--- config.mk ---
export PLATFORM = sky130hd
export DESIGN_NAME = display_host_interface
export DESIGN_NICKNAME = d
export VERILOG_FILES = /design/src/rtl/display_host_pkg.sv /design/src/rtl/serial_shift_receiver.sv /design/src/rtl/i2c_target_receiver.sv /design/src/rtl/display_host_interface.sv
export VERILOG_INCLUDE_DIRS = /design/src /design/src/rtl
export SDC_FILE = /design/constraint.sdc
export NUM_CORES = 1
export LEC_CHECK = 0
export BUFFER_PORTS_ARGS = -buffer_cell sky130_fd_sc_hd__buf_2
export CORE_ASPECT_RATIO = 1.75
export CORE_MARGIN = 5
export CORE_UTILIZATION = 51
export DETAILED_ROUTE_END_ITERATION = 7
export HOLD_SLACK_MARGIN = 0.03
export PLACE_DENSITY = 0.75
export SETUP_SLACK_MARGIN = 0.4
export SYNTH_ARGS = -nofsm -noshare
export SYNTH_HDL_FRONTEND = slang
export SYNTH_SLANG_ARGS = --single-unit
--- constraint.sdc ---
create_clock -name core_clk_i -period 2.1 [get_ports core_clk_i]
set_input_delay 0.315 -clock core_clk_i [delete_from_list [all_inputs] [get_ports core_clk_i]]
set_output_delay 0.315 -clock core_clk_i [all_outputs]
set_load 0.1 [all_outputs]
--- src/rtl/display_host_regs.svh ---
// Constants for the display host port: strap codes, serial framing positions.
// Included by the port's design files; holds definitions only.
`ifndef DISPLAY_HOST_REGS_SVH
`define DISPLAY_HOST_REGS_SVH
// Strap codes are written as {bus_type_strap_b, bus_type_strap_a}.
`define STRAP_6800 2'b10
`define STRAP_8080 2'b11
`define STRAP_SPI 2'b00
`define STRAP_I2C 2'b01
// Target address bits above the selectable low bit.
`define I2C_ADDR_HIGH 6'h1e
`define I2C_CO_BIT 7
`define I2C_DC_BIT 6
`define I2C_ACK_SLOT 4'h8
`define I2C_ACK_END 4'h9
`define SPI_LAST_BIT 3'h7
// Data line that carries the open-drain serial data output.
`define SDA_OUT_MASK 8'h04
`define BUS_ALL_DRIVE 8'hff
`endif

--- src/rtl/display_host_pkg.sv ---
// Types shared by the display host port and its serial receivers.
// Assumes nothing of its surroundings.
`default_nettype none
package display_host_pkg;
  typedef enum logic [1:0] {
    MODE_6800,
    MODE_8080,
    MODE_SPI,
    MODE_I2C
  } bus_mode_type;

  typedef struct packed {
    logic is_data;
    logic [7:0] value;
  } byte_xfer_type;
endpackage
`default_nettype wire

--- src/rtl/serial_shift_receiver.sv ---
// Four-wire serial receiver: eight rising clock edges form one byte.
// Assumes its pins are synchronous to core_clk_i and oversampled by it.
`include "display_host_regs.svh"
`default_nettype none
module serial_shift_receiver
  import display_host_pkg::*;
(
  input wire logic core_clk_i,
  input wire logic rst_i,
  input wire logic chip_sel_n_i,
  input wire logic serial_clk_i,
  input wire logic serial_shift_in_i,
  input wire logic data_cmd_i,
  output logic byte_valid_o,
  output byte_xfer_type byte_o
);
  logic clk_prev_q;
  logic [2:0] count_q;
  logic [6:0] shift_q;
  logic valid_q;
  byte_xfer_type byte_q;

  // Edge decode; a deselected port sees no edges at all.
  wire logic clk_rise = serial_clk_i & ~clk_prev_q & ~chip_sel_n_i;
  wire logic [7:0] shifted = {shift_q, serial_shift_in_i};
  wire logic last_bit = clk_rise & (count_q == `SPI_LAST_BIT);

  assign byte_valid_o = valid_q;
  assign byte_o = byte_q;

  // Most significant bit first; the data/command level is taken with the last bit.
  always_ff @(posedge core_clk_i) begin
    if (rst_i) begin
      clk_prev_q <= 1'b1; // A clock idling high must not look like an edge.
      count_q <= '0;
      shift_q <= '0;
      valid_q <= 1'b0;
      byte_q <= '0;
    end else begin
      clk_prev_q <= serial_clk_i;
      valid_q <= last_bit; // RULE13
      if (chip_sel_n_i) begin
        count_q <= '0; // RULE3
      end else if (clk_rise) begin
        count_q <= count_q + 3'h1;
        shift_q <= shifted[6:0]; // RULE13
      end
      if (last_bit) begin
        byte_q <= '{is_data: data_cmd_i, value: shifted}; // RULE5
      end
    end
  end
endmodule
`default_nettype wire

--- src/rtl/i2c_target_receiver.sv ---
// Two-wire target receiver: address, control byte, then command or data bytes.
// Assumes synchronous, oversampled clock and data pins; data out is open drain.
`include "display_host_regs.svh"
`default_nettype none
module i2c_target_receiver
  import display_host_pkg::*;
#(
  parameter logic [5:0] ADDR_HIGH = `I2C_ADDR_HIGH
) (
  input wire logic core_clk_i,
  input wire logic rst_i,
  input wire logic chip_sel_n_i,
  input wire logic scl_i,
  input wire logic sda_i,
  input wire logic target_addr_lsb_i,
  output logic sda_oe_o,
  output logic byte_valid_o,
  output byte_xfer_type byte_o
);
  typedef enum logic [2:0] {ST_IDLE, ST_ADDR, ST_CTRL, ST_DATA, ST_IGNORE} i2c_state_type;
  i2c_state_type state_q;
  logic scl_q;
  logic sda_q;
  logic [3:0] cnt_q;
  logic [7:0] sh_q;
  logic co_q;
  logic dc_q;
  logic oe_q;
  logic valid_q;
  byte_xfer_type byte_q;

  // Line events.
  wire logic scl_rise = scl_i & ~scl_q;
  wire logic scl_fall = ~scl_i & scl_q;
  wire logic start = scl_i & scl_q & sda_q & ~sda_i;
  wire logic stop = scl_i & scl_q & ~sda_q & sda_i;
  wire logic ack_slot = scl_fall & (cnt_q == `I2C_ACK_SLOT);
  wire logic addr_hit = (sh_q[7:1] == {ADDR_HIGH, target_addr_lsb_i}) & ~sh_q[0]; // RULE6

  assign sda_oe_o = oe_q;
  assign byte_valid_o = valid_q;
  assign byte_o = byte_q;

  // Reads are not offered: a read address is not acknowledged.
  always_ff @(posedge core_clk_i) begin
    if (rst_i || chip_sel_n_i) begin
      state_q <= ST_IDLE; // RULE3
      scl_q <= 1'b1;
      sda_q <= 1'b1;
      cnt_q <= '0;
      sh_q <= '0;
      co_q <= 1'b0;
      dc_q <= 1'b0;
      oe_q <= 1'b0;
      valid_q <= 1'b0;
      byte_q <= '0;
    end else begin
      scl_q <= scl_i;
      sda_q <= sda_i;
      valid_q <= 1'b0;
      if (start) begin
        state_q <= ST_ADDR;
        cnt_q <= '0;
        oe_q <= 1'b0;
      end else if (stop) begin
        state_q <= ST_IDLE;
        oe_q <= 1'b0;
      end else if (state_q != ST_IDLE) begin
        if (scl_rise && cnt_q < `I2C_ACK_SLOT) begin
          sh_q <= {sh_q[6:0], sda_i}; // RULE14
          cnt_q <= cnt_q + 4'h1;
        end else if (ack_slot) begin
          cnt_q <= `I2C_ACK_END;
          case (state_q)
            ST_ADDR: begin
              oe_q <= addr_hit;
              state_q <= addr_hit ? ST_CTRL : ST_IGNORE;
            end
            ST_CTRL: begin
              oe_q <= 1'b1;
              co_q <= sh_q[`I2C_CO_BIT];
              dc_q <= sh_q[`I2C_DC_BIT]; // RULE5
              state_q <= ST_DATA;
            end
            ST_DATA: begin
              oe_q <= 1'b1;
              valid_q <= 1'b1;
              byte_q <= '{is_data: dc_q, value: sh_q};
              state_q <= co_q ? ST_CTRL : ST_DATA;
            end
            default: oe_q <= 1'b0;
          endcase
        end else if (scl_fall && cnt_q == `I2C_ACK_END) begin
          oe_q <= 1'b0;
          cnt_q <= '0;
        end
      end
    end
  end
endmodule
`default_nettype wire

--- src/rtl/display_host_interface.sv ---
// Host port of a 128x32 display controller: selects one of four host buses
// from two straps and delivers each received byte, marked data or command.
// Assumes all pins are synchronous to core_clk_i; the core answers reads
// on rd_byte_i while a read is open, and the board resolves the bus wires.
//
// Notes on behaviour
// RULE1 - Four host buses: 6800 parallel, 8080 parallel, four-wire serial, I2C.
// RULE2 - Two static straps select the bus; each of four codes one bus.
// RULE3 - Bus operations are answered only while chip select is low.
// RULE4 - Low reset pin initializes the port; the host keeps it high otherwise.
// RULE5 - Data/command high marks a byte as data, low as command.
// RULE6 - In I2C mode data/command is the low selectable target address bit.
// RULE7 - In 6800 mode direction high reads, low writes.
// RULE8 - In 6800 mode a transfer runs while enable is high and chip selected.
// RULE9 - In 8080 mode direction is a low-active write strobe.
// RULE10 - In 8080 mode enable is a low-active read strobe.
// RULE11 - In serial modes the host grounds direction and enable pins.
// RULE12 - Eight-bit two-way data bus, driven by the device only during reads; the code also drives line 2 low for the I2C acknowledge.
// RULE13 - Four-wire serial: line 0 clock, line 1 data in, line 2 open.
// RULE14 - I2C: lines 1 and 2 joined as serial data, line 0 clock.
// RULE15 - Deselected, strobes are ignored and the data bus stays undriven.
`include "display_host_regs.svh"
`default_nettype none
module display_host_interface
  import display_host_pkg::*;
#(
  parameter logic [5:0] I2C_ADDR_HIGH = `I2C_ADDR_HIGH
) (
  input wire logic core_clk_i,
  input wire logic rst_i,
  input wire logic bus_type_strap_a_i,
  input wire logic bus_type_strap_b_i,
  input wire logic chip_sel_n_i,
  input wire logic init_hold_n_i,
  input wire logic data_cmd_i,
  input wire logic rw_i,
  input wire logic enable_i,
  input wire logic [7:0] data_i,
  output logic [7:0] data_o,
  output logic [7:0] data_oe_o,
  input wire logic [7:0] rd_byte_i,
  output logic xfer_valid_o,
  output byte_xfer_type xfer_o,
  output logic rd_req_o,
  output logic rd_is_data_o,
  output logic init_active_o,
  output bus_mode_type bus_mode_o
);
  // Either reset source clears the whole port; the pin one is the host's.
  wire logic rst_all = rst_i | ~init_hold_n_i; // RULE4

  // Strap decode.
  wire logic [1:0] strap_code = {bus_type_strap_b_i, bus_type_strap_a_i};
  wire bus_mode_type strap_mode =
    (strap_code == `STRAP_6800) ? MODE_6800 :
    (strap_code == `STRAP_8080) ? MODE_8080 :
    (strap_code == `STRAP_SPI) ? MODE_SPI : MODE_I2C; // RULE1

  // Port state; every output of the port is read from one of these.
  bus_mode_type mode_q;
  logic wr_act_q;
  logic rd_act_q;
  byte_xfer_type wr_hold_q;
  logic xfer_valid_q;
  byte_xfer_type xfer_q;
  logic rd_req_q;
  logic rd_is_data_q;
  logic [7:0] data_q;
  logic [7:0] data_oe_q;
  logic init_q;

  // Mode flags come from the latched straps, not the live pins.
  wire logic is_6800 = (mode_q == MODE_6800);
  wire logic is_8080 = (mode_q == MODE_8080);
  wire logic is_spi = (mode_q == MODE_SPI);
  wire logic is_i2c = (mode_q == MODE_I2C);
  wire logic selected = ~chip_sel_n_i; // RULE3

  // Parallel strobe decode. In 6800 mode enable frames the cycle and the
  // direction pin picks read or write; in 8080 mode each pin is its own
  // strobe. A read needs the write strobe idle so the two never overlap.
  wire logic wr_6800 = is_6800 & enable_i & ~rw_i; // RULE7 RULE8
  wire logic rd_6800 = is_6800 & enable_i & rw_i; // RULE7 RULE8
  wire logic wr_8080 = is_8080 & ~rw_i; // RULE9
  wire logic rd_8080 = is_8080 & ~enable_i & rw_i; // RULE10
  wire logic wr_act = selected & (wr_6800 | wr_8080); // RULE15
  wire logic rd_act = selected & (rd_6800 | rd_8080); // RULE15

  // A write byte is taken at the closing edge of its strobe, with the bus
  // value of the last active cycle. Deselecting mid-strobe drops the byte.
  wire logic par_wr_done = wr_act_q & ~wr_act & selected; // RULE3
  wire logic rd_start = rd_act & ~rd_act_q;

  // Serial receivers; each is held in reset unless its mode is strapped.
  logic spi_valid;
  byte_xfer_type spi_byte;
  logic i2c_valid;
  byte_xfer_type i2c_byte;
  logic i2c_sda_oe;

  serial_shift_receiver u_spi (
    .core_clk_i(core_clk_i),
    .rst_i(rst_all | ~is_spi),
    .chip_sel_n_i(chip_sel_n_i),
    .serial_clk_i(data_i[0]),
    .serial_shift_in_i(data_i[1]),
    .data_cmd_i(data_cmd_i),
    .byte_valid_o(spi_valid),
    .byte_o(spi_byte)
  ); // RULE13

  i2c_target_receiver #(
    .ADDR_HIGH(I2C_ADDR_HIGH)
  ) u_i2c (
    .core_clk_i(core_clk_i),
    .rst_i(rst_all | ~is_i2c),
    .chip_sel_n_i(chip_sel_n_i),
    .scl_i(data_i[0]),
    .sda_i(data_i[1]),
    .target_addr_lsb_i(data_cmd_i),
    .sda_oe_o(i2c_sda_oe),
    .byte_valid_o(i2c_valid),
    .byte_o(i2c_byte)
  ); // RULE14 RULE6

  // Byte selection toward the core. Only the strapped path can be active,
  // so the selects are exclusive.
  wire logic xfer_valid_d = par_wr_done | (is_spi & spi_valid) | (is_i2c & i2c_valid);
  wire byte_xfer_type xfer_d =
    par_wr_done ? wr_hold_q :
    is_spi ? spi_byte : i2c_byte;

  // Data bus drive: the whole bus only during a parallel read, otherwise at
  // most the open-drain serial data line, which is always driven low.
  wire logic [7:0] i2c_oe_vec = {8{i2c_sda_oe}} & `SDA_OUT_MASK; // RULE14
  wire logic [7:0] data_oe_d = rd_act ? `BUS_ALL_DRIVE : i2c_oe_vec; // RULE12
  wire logic [7:0] data_d = rd_act ? rd_byte_i : 8'h00;

  // Straight from flops, so the pins never see a decode glitch.
  assign data_o = data_q;
  assign data_oe_o = data_oe_q;
  assign xfer_valid_o = xfer_valid_q;
  assign xfer_o = xfer_q;
  assign rd_req_o = rd_req_q;
  assign rd_is_data_o = rd_is_data_q;
  assign init_active_o = init_q;
  assign bus_mode_o = mode_q;

  // The straps are caught only during reset, so a strap that moves while
  // running cannot switch the bus under a transfer in progress.
  always_ff @(posedge core_clk_i) begin
    if (rst_all) begin
      mode_q <= strap_mode; // RULE2
      init_q <= 1'b1; // RULE4
    end else begin
      init_q <= 1'b0;
    end
  end

  // Parallel strobe tracking.
  always_ff @(posedge core_clk_i) begin
    if (rst_all) begin
      wr_act_q <= 1'b0;
      rd_act_q <= 1'b0;
      wr_hold_q <= '0;
    end else begin
      wr_act_q <= wr_act;
      rd_act_q <= rd_act;
      if (wr_act) begin
        wr_hold_q <= '{is_data: data_cmd_i, value: data_i}; // RULE5
      end
    end
  end

  // Registered outputs toward the core and the pins.
  always_ff @(posedge core_clk_i) begin
    if (rst_all) begin
      xfer_valid_q <= 1'b0;
      xfer_q <= '0;
      rd_req_q <= 1'b0;
      rd_is_data_q <= 1'b0;
      data_q <= 8'h00;
      data_oe_q <= 8'h00;
    end else begin
      xfer_valid_q <= xfer_valid_d;
      if (xfer_valid_d) begin
        xfer_q <= xfer_d;
      end
      rd_req_q <= rd_start; // RULE7 RULE10
      if (rd_start) begin
        rd_is_data_q <= data_cmd_i; // RULE5
      end
      data_q <= data_d;
      data_oe_q <= data_oe_d; // RULE12 RULE15
    end
  end
endmodule
`default_nettype wire

* Yosys cells after proc, flatten, opt, wreduce, memory -nomap -nowiden
Index checks and enable logic that the tools add are counted.
Storage, ports and cells: bits in registers 93, input bits 25, output and inout port bits 31
Operators by class: $add $sub $neg 2, order comparisons 1, equal/unequal tests 13, mux-type cells 21, bitwise logic cells 52, reductions and logical operators 27
Operator list (count):
- $and 1x1->1 | 25
- $not 1->1 | 20
- $mux 9 | 2
- $reduce_bool 3->1 | 5
- $mux 1 | 12
- $mux 4 | 3
- $reduce_and 4->1 | 3
- $reduce_and 6->1 | 2
- $reduce_or 2->1 | 5
- $pmux 3 s3 | 1
- $eq 2x2->1 const B | 4
- $eq 4x4->1 const B | 2
- $mux 8 | 1
- $eq 7x6->1 | 1
- $or 1x1->1 | 7
- $eq 3x2->1 const B | 2
- $reduce_and 3->1 | 2
- $reduce_or 6->1 | 1
- $reduce_bool 5->1 | 1
- $add 4x1->4 const B | 1
- $logic_not 2->1 | 2
- $lt 4x4->1 const B | 1
- $add 3x1->3 const B | 1
- $eq 3x1->1 const B | 1
- 10 further kinds | 11

* Longest topological paths before layout
depth in word-level cells 10, depth in mapped cells 7

* Modules after synthesis
Synthesis repeated with hierarchy kept, for this count alone.
Unflattened totals: cell total of the unflattened synthesis 373, area total of the unflattened synthesis 3579.7 µm²
By module, submodules not included:
- display_host_interface | times used 1, cells each 143, area an instance 1451.4 µm², seq. area each 720.7 µm²
- i2c_target_receiver | times used 1, cells each 141, area an instance 1351.3 µm², seq. area each 600.6 µm²
- serial_shift_receiver | times used 1, cells each 89, area an instance 777.0 µm², seq. area each 420.4 µm²

* Worst setup path before layout
OpenSTA, ideal clock, no wires.
kind register to register, start point register mode_q[0], in the netlist bus_mode_o[0], end point register xfer_q, in the netlist xfer_o[0], setup time 71 ps, data arrival time 2034 ps, required time 2029 ps, path slack -5 ps, cell stages (with the launch flop) 6, path buffers 1, clock period less this slack 2105 ps, path through edfxtp_1 buf_2 nor2_1 o311ai_2 o211ai_1 a21oi_1
On the way: cells in the longest elaborated chain, start to end 10, elaborated cells between the ends (all ways) 18, classes of those cells 3 x eq/ne; 2 x mux; 12 x bitwise; 1 x reduce/logical
RTL lines:
- start, declared | line display_host_interface.sv:60 | bus_mode_type mode_q;
- start signal, assigned | line display_host_interface.sv:153 | mode_q <= strap_mode;
- $logic_not 2->1 | line display_host_interface.sv:73 | wire logic is_6800 = (mode_q == MODE_6800);
- $and 1x1->1 (2 in a row) | line display_host_interface.sv:82 | wire logic wr_6800 = is_6800 & enable_i & ~rw_i;
- $or 1x1->1 | line display_host_interface.sv:86 | wire logic wr_act = selected & (wr_6800 | wr_8080);
- $and 1x1->1 | line display_host_interface.sv:86
- $not 1->1 | line display_host_interface.sv:91 | wire logic par_wr_done = wr_act_q & ~wr_act & selected;
- $and 1x1->1 (2 in a row) | line display_host_interface.sv:91
- $or 1x1->1 (2 in a row) | line display_host_interface.sv:128 | wire logic xfer_valid_d = par_wr_done | (is_spi & spi_valid) | (is_i2c & i2c_valid);
- end signal, assigned | line display_host_interface.sv:187 | xfer_q <= xfer_d;
- end, declared | line display_host_interface.sv:65 | byte_xfer_type xfer_q;
Several ways; a longest one is shown, not always the timed one. A chain may end at the register's enable or synchronous reset.

* Worst setup path after layout
start point register u_i2c.cnt_q[1], end point register u_i2c.cnt_q[3]
On the way: cells in the longest elaborated chain, start to end 4, elaborated cells between the ends (all ways) 11, classes of those cells 1 x add/sub; 1 x order compare; 2 x eq/ne; 2 x mux; 1 x bitwise; 4 x reduce/logical
RTL lines:
- start, declared | line i2c_target_receiver.sv:24 | logic [3:0] cnt_q;
- start signal, assigned | line i2c_target_receiver.sv:71 | cnt_q <= cnt_q + 4'h1;
- start signal, assigned | line i2c_target_receiver.sv:73 | cnt_q <= `I2C_ACK_END;
- $lt 4x4->1 (no line) / $eq 4x4->1 (equally long branches)
- $logic_and 1x1->1 (no line) / $and 1x1->1 (equally long branches)
- $reduce_bool 3->1 (no line) / $mux 4 (equally long branches)
- $reduce_and 3->1 (no line) / $mux 4 (equally long branches)
Several ways; a longest one is shown, not always the timed one.

==> run_results.csv <==
group,metric,value,unit
grt,gr-usage-met1,20.1,%
route,first_pass_iters,6,
place,dp_hpwl,5.72,mm
route,drc,0,
floorplanning,ios,56,
place,io_buffers,55,
flow_run,drv_cap,0,
final_layout,final_layout_size_suffix_gt1_share,26.3,%
route,final_antenna_net_count,0,
synth,netlist_top_cells_area,"dfxtp_1 (49%), mux2i_1 (9.0%), nand2_1 (5.4%), nor2_1 (4.2%), a21oi_1 (4.0%)",
setup_path,timing.rr.start,"u_i2c.cnt_q[1]$_SDFFE_PP0P_",
sta,fmax,625,MHz
sta,timing.final.crit_share,76.1,%
clocking,cts_root_buf,"clkbuf_16",
clocking,cts.clk_slew.worst_paths,0.06,ns
synth,synth_area,3460,µm²
synth,synthArstFlopShare,0,%
grt,grt_pass1_wl,12.9,mm
sta,rsz0062_at_grt,"false",
power,leakagePower,0.00155,µW
synth,postSynthCellCount,366,
route,wire_per_inst,15.9,µm
clocking,cts_tree,"built",
synth,syn_nets,396,
floorplanning,core-area,6590,µm²
clocking,cts_made_buffers,9,
floorplanning,fp.dieW,72.3,µm
synth,syn_avg_cell_area,9.46,µm²
sta,finalHoldViolations,0,
sta,slew_headroom,57.4,%
floorplanning,fp.dieH,119,µm
grt,gr-max-usage-layer,"met2",
synth,seq_area_frac_synth,50.3,%
setup_path,cp-end-kind,"flip-flop",
final_layout,seqCellArea,1740,µm²
floorplanning,num_rows,39,
power,ir_worst_vdd,0.604,mV
floorplanning,initial_core_util,52.6,%
clocking,cts_hold_buf,0,
setup_path,arrival,1.86,ns
final_layout,layout.cells.non_filler,497,
synth,synth_edf_count,2,
synth,synth_top_area_share,48.6,%
clocking,cts_buffer_depth,2,
route,dr_total_vias,2731,
clocking,clkSinkCount,86,
setup_path,worstPathRequired,2.36,ns
route,first_iter_violations,234,
grt,use_met3,4.47,%
grt,antenna_found_initial,0,
grt,grt_overflow,0,
sta,tightestPinTransition,0.638,ns
place,gp_congestion,0.792,
sta,drv_slew,0,
sta,worst_clock_skew,0.00553,ns
grt,grt_pass1_vias,2724,
worst_hold_path,hp-class,"input pin to flip-flop",
setup_path,r2r-end,"u_i2c.cnt_q[3]$_SDFFE_PP0P_",
grt,grt_max_degree,21,
place,numPlacedInstances,477,
synth,synth_top_cells_by_count,"dfxtp_1 (84), nand2_1 (50), nor2_1 (39)",
setup_path,reg2reg_slack,0.50,ns
synth,yosysWarnings,0,
power,power.density,844,nW/µm²
clocking,h-tree-depth,3,
synth,synthFlopType,"dfxtp_1",
power,design_power_total,3520,µW
grt,grt_usage,19.3,%
final_layout,nFillCells,598,
clocking,clk_latency,0.34,ns
synth,yosysMostFrequentCell,"dfxtp_1",
synth,synth_top_cell_by_area,"dfxtp_1",
setup_path,startpoint_type,"flip-flop",
status,outcome,"completed",
synth,ys_ff_latch,86,
synth,synth_cell_type_count,46,
route,wl,7.93,mm
sta,finalSetupViolations,0,
grt,gr-usage-met2,35.4,%
setup_path,crit_start,"u_i2c.cnt_q[1]$_SDFFE_PP0P_",
floorplanning,dieArea,8600,µm²
setup_path,path_class,"flip-flop to flip-flop",
setup_path,rr_worst_depth,6,
final_layout,multi_input_area,1640,µm²
sta,min_period,1.60,ns
route,vias_per_cell,5.49,
sta,setup_tns,0,ns
setup_path,cp_max_fo,4,
final_layout,area_growth,20.3,%
final_layout,diodes,0,
setup_path,endpoint,"u_i2c.cnt_q[3]$_SDFFE_PP0P_",
final_layout,nets,440,
==> power by group <==
group          internal, µW  leakage (µW)  switching, µW
Combinational          59.7      0.000694            142
Sequential             1650      0.000699           4.78
Clock                  1050      0.000155            610
==> cell usage in the layout, fill, tap and decap left out, types with 9 or more instances in the layout <==
cell,n
a21oi_1,24
buf_2,53
buf_4,10
clkbuf_16,9
dfxtp_1,82
mux2i_1,31
nand2_1,49
nor2_1,37
o211ai_1,10
o22a_1,10
==> metrics by stage <==
stage	utilization (%)	instance area [µm²]	hold WS, ns	worst slack [ns]
after global placement	57.3	3770	0.443	0.391
after global routing	63.2	4170	0.156	0.411
after CTS	62.6	4120	0.155	0.421
after detailed placement	57.3	3770	0.451	0.328
after floorplan	-	3600	0.430	0.146
final	63.2	4170	0.162	0.501
==> area by class of cell <==
class                      count  share of cell area, %
inverter                       5                  0.451
clock buffer                  14                   6.82
timing repair buffer          63                   8.17
clock inverter                 2                  0.901
tap                           82                   2.46
multi-input combinational    245                   39.3
sequential                    86                   41.9
==> sequential cells by signal (all words and copies together) (netlist names), 3 cells and up <==
name	count
u_i2c.byte_o	9
u_spi.byte_o	9
wr_hold_q	9
xfer_o	9
data_o	8
u_i2c.sh_q	8
u_spi.shift_q	7
u_i2c.cnt_q	4
u_i2c.state_q	3
u_spi.count_q	3
==> layer usage <==
layer	part of all wire, %	up-vias
li1	-	1350
met1	38	1315
met2	56	48
met3	2.9	18
met4	2.9	0
met5	0	-
==> worst min-delay path by stage <==
stage,startpoint,endpoint,slack [ns],cells after the start
2_1_floorplan,u_spi.shift_q[6]$_SDFFE_PP0P_,u_spi.byte_o[7]$_SDFFE_PP0P_,0.43,2
3_3_place_gp,wr_hold_q[3]$_SDFFE_PP0P_,xfer_o[3]$_SDFFE_PP0P_,0.44,2
3_5_place_dp,wr_hold_q[5]$_SDFFE_PP0P_,xfer_o[5]$_SDFFE_PP0P_,0.45,2
4_1_cts,bus_type_strap_a_i,bus_mode_o[0]$_SDFFCE_PP0P_,0.16,1
5_1_grt,bus_type_strap_a_i,bus_mode_o[0]$_SDFFCE_PP0P_,0.16,1
6_report,bus_type_strap_a_i,bus_mode_o[0]$_SDFFCE_PP0P_,0.16,1
==> what timing repair did <==
action / 4_1_cts / 5_1_grt
setup endpoints to repair: 21 / 37
gates resized for setup: 6 / 6
buffers inserted: 0 / 3
gates cloned: 1 / 0
==> worst max-delay path, stage by stage (launching register included) <==
cell     delay [ns]
dfxtp_2        0.35
inv_1          0.08
ha_1           0.18
or2_2          0.31
a21o_1         0.22
and4_1         0.20
nor3_1         0.17
==> logic make-up (layout without fill, tap and decap cells) <==
family	after synthesis	after routing	synth area share, %
and+or+nand+nor	144	145	20.3
DFF	86	86	50.3
AOI/OAI and AO/OA	59	59	11.5
buffers and inverters	36	84	5.89
muxes	31	31	8.96
adders and majority gates	5	5	1.81
xor gates and xnor gates	5	5	1.27
No activity file was read; power rests on OpenSTA's default activity.
